File: config.mk
export PLATFORM = sky130hd
export DESIGN_NAME = sild_host_flat
export DESIGN_NICKNAME = d
export VERILOG_FILES = /design/src/verilog/sild_pkg.sv /design/src/verilog/sild_link_if.sv /design/src/verilog/sild_fifo.sv /design/src/verilog/sild_host.sv /design/src/flat_wrapper.sv
export SDC_FILE = /design/constraint.sdc
export NUM_CORES = 1
export LEC_CHECK = 0
export BUFFER_PORTS_ARGS = -buffer_cell sky130_fd_sc_hd__buf_2
export CORE_MARGIN = 2
export CORE_UTILIZATION = 25
export CTS_BUF_LIST = sky130_fd_sc_hd__clkbuf_8
export DETAILED_ROUTE_END_ITERATION = 12
export SYNTH_ARGS = -nofsm -noshare
export SYNTH_HDL_FRONTEND = slang
export SYNTH_HIERARCHICAL = 1
export SYNTH_SLANG_ARGS = --single-unit
File: constraint.sdc
create_clock -name ref_clk -period 2.05 [get_ports ref_clk]
set_input_delay 0.41 -clock ref_clk [delete_from_list [all_inputs] [get_ports ref_clk]]
set_output_delay 0.41 -clock ref_clk [all_outputs]
set_load 0.03 [all_outputs]
File: src/verilog/sild_pkg.sv
// shared widths, counts and types for the serial-in latched output driver
package sild_pkg;
    localparam int unsigned SILD_WIDTH       = 8;
    localparam int unsigned SILD_FIFO_DEPTH  = 8;
    localparam int unsigned SILD_PTR_W       = 3;
    localparam logic [1:0]  SILD_HALF_CYCLES = 2'h2;
    localparam logic [3:0]  SILD_INIT_CYCLES = 4'h8;
    localparam logic [2:0]  SILD_LAST_BIT    = 3'h7;
    localparam logic [7:0]  SILD_RESET_WORD  = 8'h00;

    typedef logic [SILD_WIDTH-1:0] sild_word_t;

    typedef enum logic [2:0] {
        SILD_INIT,
        SILD_IDLE,
        SILD_BIT_LOW,
        SILD_BIT_HIGH,
        SILD_LATCH_HIGH,
        SILD_LATCH_LOW
    } sild_state_t;
endpackage

File: src/verilog/sild_link_if.sv
// link wires between controller and driver
`timescale 1ns/1ps
interface sild_link_if;
    logic shift_clock;
    logic latch_clock;
    logic serial_in;
    logic clear_n;
    logic output_enable_n;
    logic serial_out;

    modport host (
        output shift_clock,
        output latch_clock,
        output serial_in,
        output clear_n,
        output output_enable_n,
        input  serial_out
    );

    modport device (
        input  shift_clock,
        input  latch_clock,
        input  serial_in,
        input  clear_n,
        input  output_enable_n,
        output serial_out
    );
endinterface

File: src/verilog/sild_fifo.sv
// parameterised word fifo with valid/ready on both sides
`timescale 1ns/1ps
module sild_fifo #(
    parameter int unsigned WIDTH = 8,
    parameter int unsigned DEPTH = 8,
    parameter int unsigned PTR_W = 3
) (
    input  wire logic             ref_clk,
    input  wire logic             nrst,
    input  wire logic             in_valid,
    output logic                  in_ready,
    input  wire logic [WIDTH-1:0] in_data,
    output logic                  out_valid,
    input  wire logic             out_ready,
    output logic      [WIDTH-1:0] out_data
);
    typedef struct packed {
        logic [DEPTH-1:0][WIDTH-1:0] mem;
        logic [PTR_W:0]              wr_ptr;
        logic [PTR_W:0]              rd_ptr;
    } sild_fifo_st_t;

    sild_fifo_st_t s;
    sild_fifo_st_t next_s;

    // extra pointer bit tells full from empty
    assign in_ready  = !((s.wr_ptr[PTR_W] != s.rd_ptr[PTR_W]) && (s.wr_ptr[PTR_W-1:0] == s.rd_ptr[PTR_W-1:0]));
    assign out_valid = (s.wr_ptr != s.rd_ptr);
    assign out_data  = s.mem[s.rd_ptr[PTR_W-1:0]];

    always_comb begin
        next_s = s;
        if (in_valid && in_ready) begin
            next_s.mem[s.wr_ptr[PTR_W-1:0]] = in_data;
            next_s.wr_ptr = s.wr_ptr + 1'b1;
        end
        if (out_valid && out_ready) begin
            next_s.rd_ptr = s.rd_ptr + 1'b1;
        end
    end

    always_ff @(posedge ref_clk) begin
        if (!nrst) begin
            s <= '0;
        end else begin
            s <= next_s;
        end
    end
endmodule

File: src/verilog/sild_host.sv
// controller end: buffers patterns, shifts them out and latches them
`timescale 1ns/1ps
module sild_host (
    input  wire logic            ref_clk,
    input  wire logic            nrst,
    sild_link_if.host            link,
    input  wire logic            wr_valid,
    output logic                 wr_ready,
    input  sild_pkg::sild_word_t wr_data,
    input  sild_pkg::sild_word_t pwm_duty,
    output logic                 busy
);
    import sild_pkg::*;

    typedef struct packed {
        sild_state_t state;
        logic [1:0]  div;
        logic [2:0]  bit_cnt;
        logic [3:0]  init_cnt;
        sild_word_t  word;
        sild_word_t  pwm_cnt;
        logic        sck;
        logic        lck;
        logic        sdi;
        logic        clr_n;
        logic        oe_n;
    } sild_host_st_t;

    sild_host_st_t s;
    sild_host_st_t next_s;
    logic          q_valid;
    logic          q_ready;
    sild_word_t    q_data;
    logic          half_done;

    sild_fifo #(
        .WIDTH (SILD_WIDTH),
        .DEPTH (SILD_FIFO_DEPTH),
        .PTR_W (SILD_PTR_W)
    ) u_fifo (
        .ref_clk   (ref_clk),
        .nrst      (nrst),
        .in_valid  (wr_valid),
        .in_ready  (wr_ready),
        .in_data   (wr_data),
        .out_valid (q_valid),
        .out_ready (q_ready),
        .out_data  (q_data)
    );

    assign half_done = (s.div == SILD_HALF_CYCLES - 2'h1);
    // fifo drains only between patterns, so a slow link fills it
    assign q_ready   = (s.state == SILD_IDLE);
    assign busy      = (s.state != SILD_IDLE) || q_valid;

    always_comb begin
        next_s = s;
        next_s.div = half_done ? 2'h0 : s.div + 2'h1;
        next_s.pwm_cnt = s.pwm_cnt + 8'h01;
        // duty 0xFF leaves one dark step in 256
        next_s.oe_n = !(s.pwm_cnt < pwm_duty);
        case (s.state)
            SILD_INIT: begin
                next_s.clr_n = 1'b0;
                next_s.init_cnt = s.init_cnt + 4'h1;
                if (s.init_cnt == SILD_INIT_CYCLES - 4'h1) begin
                    next_s.clr_n = 1'b1;
                    next_s.state = SILD_IDLE;
                end
            end
            SILD_IDLE: begin
                next_s.div = 2'h0;
                if (q_valid) begin
                    next_s.word = q_data << 1;
                    next_s.sdi = q_data[SILD_WIDTH-1];
                    next_s.bit_cnt = SILD_LAST_BIT;
                    next_s.state = SILD_BIT_LOW;
                end
            end
            SILD_BIT_LOW: begin
                if (half_done) begin
                    next_s.sck = 1'b1;
                    next_s.state = SILD_BIT_HIGH;
                end
            end
            SILD_BIT_HIGH: begin
                if (half_done) begin
                    next_s.sck = 1'b0;
                    if (s.bit_cnt == 3'h0) begin
                        next_s.lck = 1'b1;
                        next_s.state = SILD_LATCH_HIGH;
                    end else begin
                        next_s.sdi = s.word[SILD_WIDTH-1];
                        next_s.word = s.word << 1;
                        next_s.bit_cnt = s.bit_cnt - 3'h1;
                        next_s.state = SILD_BIT_LOW;
                    end
                end
            end
            SILD_LATCH_HIGH: begin
                if (half_done) begin
                    next_s.lck = 1'b0;
                    next_s.state = SILD_LATCH_LOW;
                end
            end
            SILD_LATCH_LOW: begin
                if (half_done) begin
                    next_s.state = SILD_IDLE;
                end
            end
            default: begin
                next_s.state = SILD_INIT;
            end
        endcase
    end

    always_ff @(posedge ref_clk) begin
        if (!nrst) begin
            s <= '0;
            s.state <= SILD_INIT;
            s.oe_n <= 1'b1;
        end else begin
            s <= next_s;
        end
    end

    assign link.shift_clock     = s.sck;
    assign link.latch_clock     = s.lck;
    assign link.serial_in       = s.sdi;
    assign link.clear_n         = s.clr_n;
    assign link.output_enable_n = s.oe_n;
endmodule

File: src/flat_wrapper.sv
// flat-port wrapper written by rule: the top's interface ports become plain ports
module sild_host_flat import sild_pkg::*;
  (ref_clk, nrst, wr_valid, wr_ready, wr_data, pwm_duty, busy, link_shift_clock, link_latch_clock, link_serial_in, link_clear_n, link_output_enable_n, link_serial_out);
  sild_link_if link_i ();
  input  wire logic ref_clk;
  input  wire logic nrst;
  input  wire logic wr_valid;
  output logic wr_ready;
  input  sild_pkg::sild_word_t wr_data;
  input  sild_pkg::sild_word_t pwm_duty;
  output logic busy;
  output wire logic [$bits(link_i.shift_clock)-1:0] link_shift_clock;
  output wire logic [$bits(link_i.latch_clock)-1:0] link_latch_clock;
  output wire logic [$bits(link_i.serial_in)-1:0] link_serial_in;
  output wire logic [$bits(link_i.clear_n)-1:0] link_clear_n;
  output wire logic [$bits(link_i.output_enable_n)-1:0] link_output_enable_n;
  input wire logic [$bits(link_i.serial_out)-1:0] link_serial_out;
  assign link_shift_clock = link_i.shift_clock;
  assign link_latch_clock = link_i.latch_clock;
  assign link_serial_in = link_i.serial_in;
  assign link_clear_n = link_i.clear_n;
  assign link_output_enable_n = link_i.output_enable_n;
  assign link_i.serial_out = link_serial_out;
  sild_host u_core (.ref_clk(ref_clk), .nrst(nrst), .link(link_i), .wr_valid(wr_valid), .wr_ready(wr_ready), .wr_data(wr_data), .pwm_duty(pwm_duty), .busy(busy));
endmodule
==> results of run 1 <==
## path summary, 6_finish.rpt
| kind | from | endpoint | slack [ns] |
|---|---|---|---|
| setup / recovery | u_core/u_fifo/s[3]$_SDFFE_PN0P_ | busy | 0.08 |
| setup reg to reg | u_core/u_fifo/s[1]$_SDFFE_PN0P_ | u_core/u_fifo/s[63]$_SDFFE_PN0P_ | 0.09 |
| hold reg to reg | u_core/s[28]$_SDFF_PP0_ | u_core/s[28]$_SDFF_PP0_ | 0.45 |
| hold / removal | wr_valid | u_core/u_fifo/s[6]$_SDFFE_PN0P_ | 0.38 |
## worst max-delay path: stages, from the launching register on
cell                      delay (ns)
sky130_fd_sc_hd__dfxtp_1        0.37
sky130_fd_sc_hd__xnor2_2        0.25
sky130_fd_sc_hd__nand4_1        0.16
sky130_fd_sc_hd__inv_1          0.10
sky130_fd_sc_hd__and2_4         0.14
sky130_fd_sc_hd__inv_1          0.05
sky130_fd_sc_hd__buf_6          0.13
## logic make-up (layout without fill, tap and decap cells)
| group | count (synthesis) | in the layout | share of synthesized area, % |
|---|---|---|---|
| and+or+nand+nor | 170 | 170 | 16.2 |
| DFF | 104 | 104 | 42.1 |
| muxes | 93 | 93 | 23.1 |
| buffers and inverters | 50 | 108 | 4.71 |
| AOI/OAI and AO/OA | 42 | 42 | 6.53 |
| xor gates and xnor gates | 19 | 19 | 3.82 |
| adders and majority gates | 14 | 14 | 3.54 |
## per-layer routing
layer  routed length [um]  share of wire [%]  GRT usage [%]  vias to the layer above
met4                  156                1.4           2.86                        0
met5                    0                  0              0                        -
met1                 5480                 51           14.7                     1708
met2                 4840                 45           17.5                       47
li1                     -                  -              -                     1815
met3                  314                2.9           2.62                       14
## registers in the layout, summed over array words and instances (netlist names)
| register | flops |
|---|---|
| u_core/u_fifo/s | 72 |
| u_core/s | 27 |
| u_core/link.clear_n | 1 |
| u_core/link.latch_clock | 1 |
| u_core/link.output_enable_n | 1 |
| u_core/link.serial_in | 1 |
| u_core/link.shift_clock | 1 |
## cell type report
type                    instances  area share, %
repair buffers                 73           9.95
inverters                      19           1.20
well taps                     265           5.56
flip-flops and latches        104           35.1
multi-input cells             338           44.8
clock inverters                 7           1.28
clock buffers                   9           2.08
## synth_stat cells, drive strengths merged, types with 4 or more instances
library cell    n  area (um^2)
and2            4         27.5
a311oi          9         78.8
mux4           16          360
o21ai          10         50.1
nand3          10         50.1
nor2           26          100
nand2b          5         31.3
inv            18         67.6
nand2          97          367
ha             14          175
clkbuf         14         52.6
mux2i          69          691
mux2            8         90.1
xnor2          10         87.6
or3             4         25.0
buf            17          109
dfxtp         104         2080
a21oi           6         33.8
xor2            9          101
## metrics by stage
stage	hold WS (ns)	setup WS, ns	power [uW]
2_1_floorplan	0.397	0.0742	2850
3_3_place_gp	0.408	0.114	3060
3_5_place_dp	0.417	0.101	3070
4_1_cts	0.374	0.00744	4480
5_1_grt	0.396	-0.0569	4720
6_report	0.380	0.0797	4460
## timing repair
action                                 in CTS  in global routing
resized for setup                          10                  9
endpoints found under the hold margin       0                  0
pin swaps                                   2                  2
setup endpoints to repair                   2                  5
setup buffers                              10                  4
gates cloned                                2                  0
## report_power, final
group	switching (uW)	internal (uW)
sequential	78.4	2140
combinational	464	456
clock	745	577
==> flow_summary.html, run 1 <==
<table>
<tr><th>Metric</th><th>Value</th></tr>
<tr><th colspan="2">Outcome</th></tr>
<tr><td>Result of the run</td><td>completed</td></tr>
<tr><th colspan="2">Hold path</th></tr>
<tr><td>Type of the most critical hold path</td><td>in -&gt; reg</td></tr>
<tr><td>Number of instances on the worst hold path</td><td>3</td></tr>
<tr><th colspan="2">Floorplanning</th></tr>
<tr><td>Count of pins on the block boundary</td><td>27</td></tr>
<tr><td>Overall die width</td><td>145 um</td></tr>
<tr><td>Die Outline Area</td><td>20900 um^2</td></tr>
<tr><td>Number of core rows</td><td>51</td></tr>
<tr><td>Chip height</td><td>145 um</td></tr>
<tr><td>Core Footprint</td><td>19500 um^2</td></tr>
<tr><td>Starting utilization of the core area</td><td>25.4%</td></tr>
<tr><th colspan="2">CTS</th></tr>
<tr><td>Clock Pin Slew Worst Setup and Hold Paths</td><td>0.10 ns</td></tr>
<tr><td>CTS hold repair buffers</td><td>0</td></tr>
<tr><td>Cts bufs inserted</td><td>9</td></tr>
<tr><td>TritonCTS clock tree</td><td>yes</td></tr>
<tr><td>Number of clock sinks</td><td>104</td></tr>
<tr><td>CTS Root Buffer Type</td><td>sky130_fd_sc_hd__clkbuf_8</td></tr>
<tr><td>Clock Tree Buf Depth</td><td>2</td></tr>
<tr><td>Clock latency reported for the late side of the worst-skew pair</td><td>0.38 ns</td></tr>
<tr><td>Max H-tree Level</td><td>3</td></tr>
<tr><th colspan="2">Timing</th></tr>
<tr><td>RSZ-0062 raised after global routing</td><td>true</td></tr>
<tr><td>Setup violators final</td><td>0</td></tr>
<tr><td>Portion of the clock cycle consumed by the worst path in the final layout</td><td>96.1%</td></tr>
<tr><td>Final Max Tran Viols</td><td>0</td></tr>
<tr><td>Max Freq</td><td>0.508 GHz</td></tr>
<tr><td>Worst Clk Skew</td><td>0.0178 ns</td></tr>
<tr><td>Tmin final</td><td>1.97 ns</td></tr>
<tr><td>Worst Max-Slew Pin Slew</td><td>0.570 ns</td></tr>
<tr><td>Summed negative setup slack over all endpoints</td><td>0 ns</td></tr>
<tr><td>Normalized max-slew margin</td><td>62.0%</td></tr>
<tr><td>Count of final hold-check violations</td><td>0</td></tr>
<tr><th colspan="2">Worst setup path</th></tr>
<tr><td>Kind of end point of the critical path</td><td>output port</td></tr>
<tr><td>Data arrival time at the worst-slack endpoint</td><td>1.56 ns</td></tr>
<tr><td>Required @ worst endpoint</td><td>1.64 ns</td></tr>
<tr><td>Sort of element at the start of the critical path</td><td>flop</td></tr>
<tr><td>Startpoint-to-endpoint class of the critical path</td><td>reg -&gt; out</td></tr>
<tr><td>R2R cell count</td><td>6</td></tr>
<tr><td>Biggest fanout along the worst timing path</td><td>4</td></tr>
<tr><th colspan="2">Synth</th></tr>
<tr><td>Share of flip-flops with an asynchronous set or reset</td><td>0%</td></tr>
<tr><td>Mapped cell area</td><td>4940 um^2</td></tr>
<tr><td>Share of the yosys chip area belonging to registers</td><td>42.1%</td></tr>
<tr><td>Post-Synthesis Net Count</td><td>526</td></tr>
<tr><td>Post-synthesis average cell area</td><td>10.1 um^2</td></tr>
<tr><td>Gate count of the mapped netlist</td><td>492</td></tr>
<tr><td>Total of flip-flops plus latches after synthesis</td><td>104</td></tr>
<tr><td>Yosys warning count</td><td>6</td></tr>
<tr><td>Number of synthesized flops with an enable pin</td><td>0</td></tr>
<tr><td>Most instantiated flip-flop cell in the synthesis netlist</td><td>sky130_fd_sc_hd__dfxtp_1</td></tr>
<tr><td>Library cells used by synthesis</td><td>59</td></tr>
<tr><th colspan="2">Place</th></tr>
<tr><td>HPWL after detailed placement</td><td>6540 um</td></tr>
<tr><td>Dpl cells</td><td>783</td></tr>
<tr><td>Number of input and output port buffers inserted</td><td>25</td></tr>
<tr><td>Placement-stage cell area</td><td>5530 um^2</td></tr>
<tr><td>Placer's final routability congestion estimate</td><td>0.704</td></tr>
<tr><th colspan="2">Cells and area</th></tr>
<tr><td>Final design utilization</td><td>30.6%</td></tr>
<tr><td>Most common cell after layout, fill and taps aside</td><td>sky130_fd_sc_hd__dfxtp_1</td></tr>
<tr><td>Number of cells in the finished layout apart from fillers</td><td>815</td></tr>
<tr><td>Register area</td><td>2090 um^2</td></tr>
<tr><td>Final net count</td><td>579</td></tr>
<tr><td>Share of final-layout standard cells stronger than drive strength 1</td><td>25.1%</td></tr>
<tr><td>Fillers</td><td>2013</td></tr>
<tr><td>Diodes inserted</td><td>0</td></tr>
<tr><td>Area used by multi-input combinational logic</td><td>2670 um^2</td></tr>
<tr><td>Area growth, synth to finish</td><td>20.5%</td></tr>
<tr><td>Leading cell types in the layout, fill and taps excluded</td><td>sky130_fd_sc_hd__dfxtp_1, sky130_fd_sc_hd__nand2_1, sky130_fd_sc_hd__mux2i_1</td></tr>
<tr><td>Area of all placed cells without fillers</td><td>5960 um^2</td></tr>
<tr><th colspan="2">Global route</th></tr>
<tr><td>Initial antenna violation count</td><td>0</td></tr>
<tr><td>Vias in the first global route</td><td>3482</td></tr>
<tr><td>Global-route wire length before repair</td><td>17700 um</td></tr>
<tr><td>GRT Residual Overflow</td><td>0</td></tr>
<tr><td>Global-route total usage across every layer</td><td>10.9%</td></tr>
<tr><td>Pin count of the biggest net entering global routing</td><td>92</td></tr>
<tr><th colspan="2">Power and ir drop</th></tr>
<tr><td>Max IR drop VDD</td><td>0.312 mV</td></tr>
<tr><td>Leak</td><td>0.00239 uW</td></tr>
<tr><td>Power Density</td><td>749 nW/um^2</td></tr>
<tr><th colspan="2">Routing</th></tr>
<tr><td>DRC Markers</td><td>0</td></tr>
<tr><td>Routed WL per cell</td><td>13.2 um</td></tr>
<tr><td>Drt pass-1 iters</td><td>4</td></tr>
<tr><td>Ratio of routed vias to standard cells</td><td>4.40</td></tr>
<tr><td>Iteration-0 DRC Markers</td><td>131</td></tr>
<tr><td>Routed vias</td><td>3584</td></tr>
<tr><td>Remaining antenna violation count after routing</td><td>0</td></tr>
<tr><td>Overall routed net length</td><td>10800 um</td></tr>
<tr><th colspan="2">Flow run</th></tr>
<tr><td>Max Cap Violations</td><td>0</td></tr>
</table>
(Power assumes the default switching activity.)
==> run 2, diff against run 1 <==
--- a/config.mk
+++ b/config.mk
@@ -6,10 +6,14 @@
 export NUM_CORES = 1
 export LEC_CHECK = 0
 export BUFFER_PORTS_ARGS = -buffer_cell sky130_fd_sc_hd__buf_2
+export CELL_PAD_IN_SITES_DETAIL_PLACEMENT = 0
+export CELL_PAD_IN_SITES_GLOBAL_PLACEMENT = 2
 export CORE_MARGIN = 2
 export CORE_UTILIZATION = 25
 export CTS_BUF_LIST = sky130_fd_sc_hd__clkbuf_8
 export DETAILED_ROUTE_END_ITERATION = 12
+export GPL_ROUTABILITY_DRIVEN = 0
+export PLACE_DENSITY_LB_ADDON = 0.1
 export SYNTH_ARGS = -nofsm -noshare
 export SYNTH_HDL_FRONTEND = slang
 export SYNTH_HIERARCHICAL = 1
==> run 2 against run 1 <==
Global-route usage up 1.9 points. Largest cell class unchanged. Critical path type unchanged. Fmax down 2.5%. Die area unchanged. Worst setup slack worse by 0.050 ns. Critical endpoint is now wr_ready.
==> flow_summary.html, run 2 (synthesis gave the netlist of run 1 again) <==
<table>
<tr><th>Metric</th><th>Value</th></tr>
<tr><th colspan="2">Routing</th></tr>
<tr><td>Routed vias</td><td>3571 (was 3584)</td></tr>
<tr><td>Length of routed met3 wiring</td><td>328 um (was 314 um)</td></tr>
<tr><td>Overall routed net length</td><td>12200 um (was 10800 um)</td></tr>
<tr><td>DRC Markers</td><td>0 (unchanged)</td></tr>
<tr><td>Drt pass-1 iters</td><td>4 (unchanged)</td></tr>
<tr><td>Highest routed metal layer</td><td>met4 (unchanged)</td></tr>
<tr><td>Ratio of routed vias to standard cells</td><td>4.43 (was 4.40)</td></tr>
<tr><td>Met1 routed wirelength after detailed routing</td><td>5880 um (was 5480 um)</td></tr>
<tr><td>Remaining antenna violation count after routing</td><td>0 (unchanged)</td></tr>
<tr><td>Iteration-0 DRC Markers</td><td>112 (was 131)</td></tr>
<tr><td>Routed WL per cell</td><td>15.2 um (was 13.2 um)</td></tr>
<tr><td>Routed wl met2</td><td>5900 um (was 4840 um)</td></tr>
<tr><th colspan="2">Timing</th></tr>
<tr><td>Max Freq</td><td>0.495 GHz (was 0.508 GHz)</td></tr>
<tr><td>RSZ-0062 raised after global routing</td><td>true (unchanged)</td></tr>
<tr><td>Normalized max-slew margin</td><td>69.5% (was 62.0%)</td></tr>
<tr><td>Worst Clk Skew</td><td>0.0188 ns (was 0.0178 ns)</td></tr>
<tr><td>Final Max Tran Viols</td><td>0 (unchanged)</td></tr>
<tr><td>Summed negative setup slack over all endpoints</td><td>0 ns (unchanged)</td></tr>
<tr><td>Tmin final</td><td>2.02 ns (was 1.97 ns)</td></tr>
<tr><td>Final worst setup slack</td><td>0.0296 ns (was 0.0797 ns)</td></tr>
<tr><td>Count of final hold-check violations</td><td>0 (unchanged)</td></tr>
<tr><td>Portion of the clock cycle consumed by the worst path in the final layout</td><td>98.6% (was 96.1%)</td></tr>
<tr><td>Setup violators final</td><td>0 (unchanged)</td></tr>
<tr><td>Worst Max-Slew Pin Slew</td><td>0.456 ns (was 0.570 ns)</td></tr>
<tr><th colspan="2">CTS</th></tr>
<tr><td>CTS hold repair buffers</td><td>0 (unchanged)</td></tr>
<tr><td>Max H-tree Level</td><td>3 (unchanged)</td></tr>
<tr><td>Clock Pin Slew Worst Setup and Hold Paths</td><td>0.11 ns (was 0.10 ns)</td></tr>
<tr><td>Clock Tree Buf Depth</td><td>2 (unchanged)</td></tr>
<tr><td>Clock latency reported for the late side of the worst-skew pair</td><td>0.39 ns (was 0.38 ns)</td></tr>
<tr><td>Number of clock sinks</td><td>104 (unchanged)</td></tr>
<tr><td>CTS Root Buffer Type</td><td>sky130_fd_sc_hd__clkbuf_8 (unchanged)</td></tr>
<tr><td>Cts bufs inserted</td><td>9 (unchanged)</td></tr>
<tr><td>TritonCTS clock tree</td><td>yes (unchanged)</td></tr>
<tr><th colspan="2">Cells and area</th></tr>
<tr><td>Diodes inserted</td><td>0 (unchanged)</td></tr>
<tr><td>Number of cells in the finished layout apart from fillers</td><td>806 (was 815)</td></tr>
<tr><td>Top Registers</td><td>u_core/u_fifo/s: 72 flops, u_core/s: 27 flops (unchanged)</td></tr>
<tr><td>Share of final-layout standard cells stronger than drive strength 1</td><td>24.4% (was 25.1%)</td></tr>
<tr><td>Max FFs per register</td><td>72 (unchanged)</td></tr>
<tr><td>Area growth, synth to finish</td><td>18.3% (was 20.5%)</td></tr>
<tr><td>Final net count</td><td>570 (was 579)</td></tr>
<tr><td>Fillers</td><td>2040 (was 2013)</td></tr>
<tr><td>Most common cell after layout, fill and taps aside</td><td>sky130_fd_sc_hd__nand2_1 (was sky130_fd_sc_hd__dfxtp_1)</td></tr>
<tr><td>Largest Register</td><td>u_core/u_fifo/s (unchanged)</td></tr>
<tr><td>Leading cell types in the layout, fill and taps excluded</td><td>sky130_fd_sc_hd__nand2_1, sky130_fd_sc_hd__dfxtp_1, sky130_fd_sc_hd__mux2i_1 (was sky130_fd_sc_hd__dfxtp_1, sky130_fd_sc_hd__nand2_1, sky130_fd_sc_hd__mux2i_1)</td></tr>
<tr><th colspan="2">Worst setup path</th></tr>
<tr><td>Max incr delay on CP</td><td>0.37 ns (about the same)</td></tr>
<tr><td>Sort of element at the start of the critical path</td><td>flop (unchanged)</td></tr>
<tr><td>Startpoint-to-endpoint class of the critical path</td><td>reg -&gt; out (unchanged)</td></tr>
<tr><td>Data arrival time at the worst-slack endpoint</td><td>1.61 ns (was 1.56 ns)</td></tr>
<tr><td>Kind of end point of the critical path</td><td>output port (unchanged)</td></tr>
<tr><td>Biggest fanout along the worst timing path</td><td>4 (unchanged)</td></tr>
<tr><td>Critical path, cell by cell</td><td>xnor2_2 &gt; buf_4 &gt; nor4_4 &gt; inv_2 &gt; buf_6 (was xnor2_2 &gt; nand4_1 &gt; inv_1 &gt; and2_4 &gt; inv_1 &gt; buf_6)</td></tr>
<tr><td>Library cell contributing the largest single delay on the critical path</td><td>sky130_fd_sc_hd__dfxtp_4 (was sky130_fd_sc_hd__dfxtp_1)</td></tr>
<tr><td>Required @ worst endpoint</td><td>1.64 ns (about the same)</td></tr>
<tr><th colspan="2">Power and ir drop</th></tr>
<tr><td>Power Density</td><td>770 nW/um^2 (was 749 nW/um^2)</td></tr>
<tr><td>Combinational share of power</td><td>18.1% (was 20.6%)</td></tr>
<tr><td>Switching portion of total power</td><td>30.2% (was 28.8%)</td></tr>
<tr><td>PnR Total Power</td><td>4500 uW (was 4460 uW)</td></tr>
<tr><td>Share of total power in the clock network</td><td>32.1% (was 29.6%)</td></tr>
<tr><td>Max IR drop VDD</td><td>0.293 mV (was 0.312 mV)</td></tr>
<tr><td>Internal power</td><td>3150 uW (was 3180 uW)</td></tr>
<tr><td>Leak</td><td>0.00233 uW (was 0.00239 uW)</td></tr>
<tr><td>Net Sw Power</td><td>1360 uW (was 1290 uW)</td></tr>
<tr><td>Register share of total power</td><td>49.8% (about the same)</td></tr>
<tr><th colspan="2">Global route</th></tr>
<tr><td>Initial antenna violation count</td><td>0 (unchanged)</td></tr>
<tr><td>GRT Residual Overflow</td><td>0 (unchanged)</td></tr>
<tr><td>Pin count of the biggest net entering global routing</td><td>92 (unchanged)</td></tr>
<tr><td>Vias in the first global route</td><td>3647 (was 3482)</td></tr>
<tr><td>Global-route wire length before repair</td><td>19800 um (was 17700 um)</td></tr>
<tr><td>Global-route total usage across every layer</td><td>12.8% (was 10.9%)</td></tr>
<tr><th colspan="2">Floorplanning</th></tr>
<tr><td>Count of pins on the block boundary</td><td>27 (unchanged)</td></tr>
<tr><td>Chip height</td><td>145 um (unchanged)</td></tr>
<tr><td>Number of core rows</td><td>51 (unchanged)</td></tr>
<tr><td>Die Outline Area</td><td>20900 um^2 (unchanged)</td></tr>
<tr><td>Starting utilization of the core area</td><td>25.4% (unchanged)</td></tr>
<tr><td>Core Footprint</td><td>19500 um^2 (unchanged)</td></tr>
<tr><td>Overall die width</td><td>145 um (unchanged)</td></tr>
<tr><th colspan="2">Place</th></tr>
<tr><td>Number of input and output port buffers inserted</td><td>25 (unchanged)</td></tr>
<tr><td>Dpl cells</td><td>782 (was 783)</td></tr>
<tr><td>Pre-CTS WS</td><td>0.179 ns (was 0.101 ns)</td></tr>
<tr><td>HPWL after detailed placement</td><td>7700 um (was 6540 um)</td></tr>
<tr><th colspan="2">Outcome</th></tr>
<tr><td>Result of the run</td><td>completed (unchanged)</td></tr>
<tr><th colspan="2">Hold path</th></tr>
<tr><td>Type of the most critical hold path</td><td>in -&gt; reg (unchanged)</td></tr>
<tr><th colspan="2">Flow run</th></tr>
<tr><td>Max Cap Violations</td><td>0 (unchanged)</td></tr>
</table>
-- run 2: final timing paths --
check	slack, ns	endpoint	start	depth (start not counted)
worst max register to register	0.10	u_core/u_fifo/s[41]$_SDFFE_PN0P_	u_core/u_fifo/s[0]$_SDFFE_PN0P_	7
worst min-delay path	0.34	u_core/u_fifo/s[6]$_SDFFE_PN0P_	wr_valid	3
worst max-delay path	0.03	wr_ready	u_core/u_fifo/s[7]$_SDFFE_PN0P_	5
worst min register to register	0.43	u_core/s[28]$_SDFF_PP0_	u_core/s[28]$_SDFF_PP0_	1
-- run 2: final cells by class --
cell class	count	area (um^2)	area share, %
Multi-Input combinational cell	338	2650	45.3
Sequential cell	104	2100	36.0
Timing Repair Buffer	64	478	8.17
Tap cell	265	332	5.67
Clock buffer	10	138	2.35
Clock inverter	6	78.8	1.35
Inverter	19	71.3	1.22
-- run 2: routing by layer --
| metal | track usage [%] | vias to the layer above |
|---|---|---|
| met5 | 0 | - |
| li1 | - | 1798 |
| met2 | 21.9 | 38 |
| met1 | 15.8 | 1729 |
| met3 | 3.77 | 6 |
| met4 | 3.17 | 0 |
-- run 2: worst max-delay path, delay by kind of cell (launching register included) --
family / cells / cell delay [ns]
xor gates and xnor gates: 1 / 0.13
buffers and inverters: 3 / 0.39
DFF: 1 / 0.37
and+or+nand+nor: 1 / 0.33
-- run 2: metrics by stage --
| step | util, % | hold slack [ns] | area [um^2] |
|---|---|---|---|
| 2_1_floorplan | - | 0.397 | 4950 |
| 3_3_place_gp | 28.4 | 0.407 | 5530 |
| 3_5_place_dp | 28.4 | 0.416 | 5530 |
| 4_1_cts | 29.7 | 0.319 | 5790 |
| 5_1_grt | 30.1 | 0.349 | 5850 |
| 6_report | 30.1 | 0.341 | 5850 |
-- run 2: repair_timing --
item / in CTS / in global routing
setup buffers: 2 / 6
endpoints found under the setup margin: 2 / 2
pin swaps: 3 / 2
resized for setup: 12 / 6
-- run 2: power groups by stage --
stage	clock (uW)	sequential [uW]	combinational [uW]
floorplan	0	2260	590
global placement	0	2280	810
detailed placement	0	2280	819
CTS	1520	2240	826
global route	1620	2260	919
finish	1450	2240	815
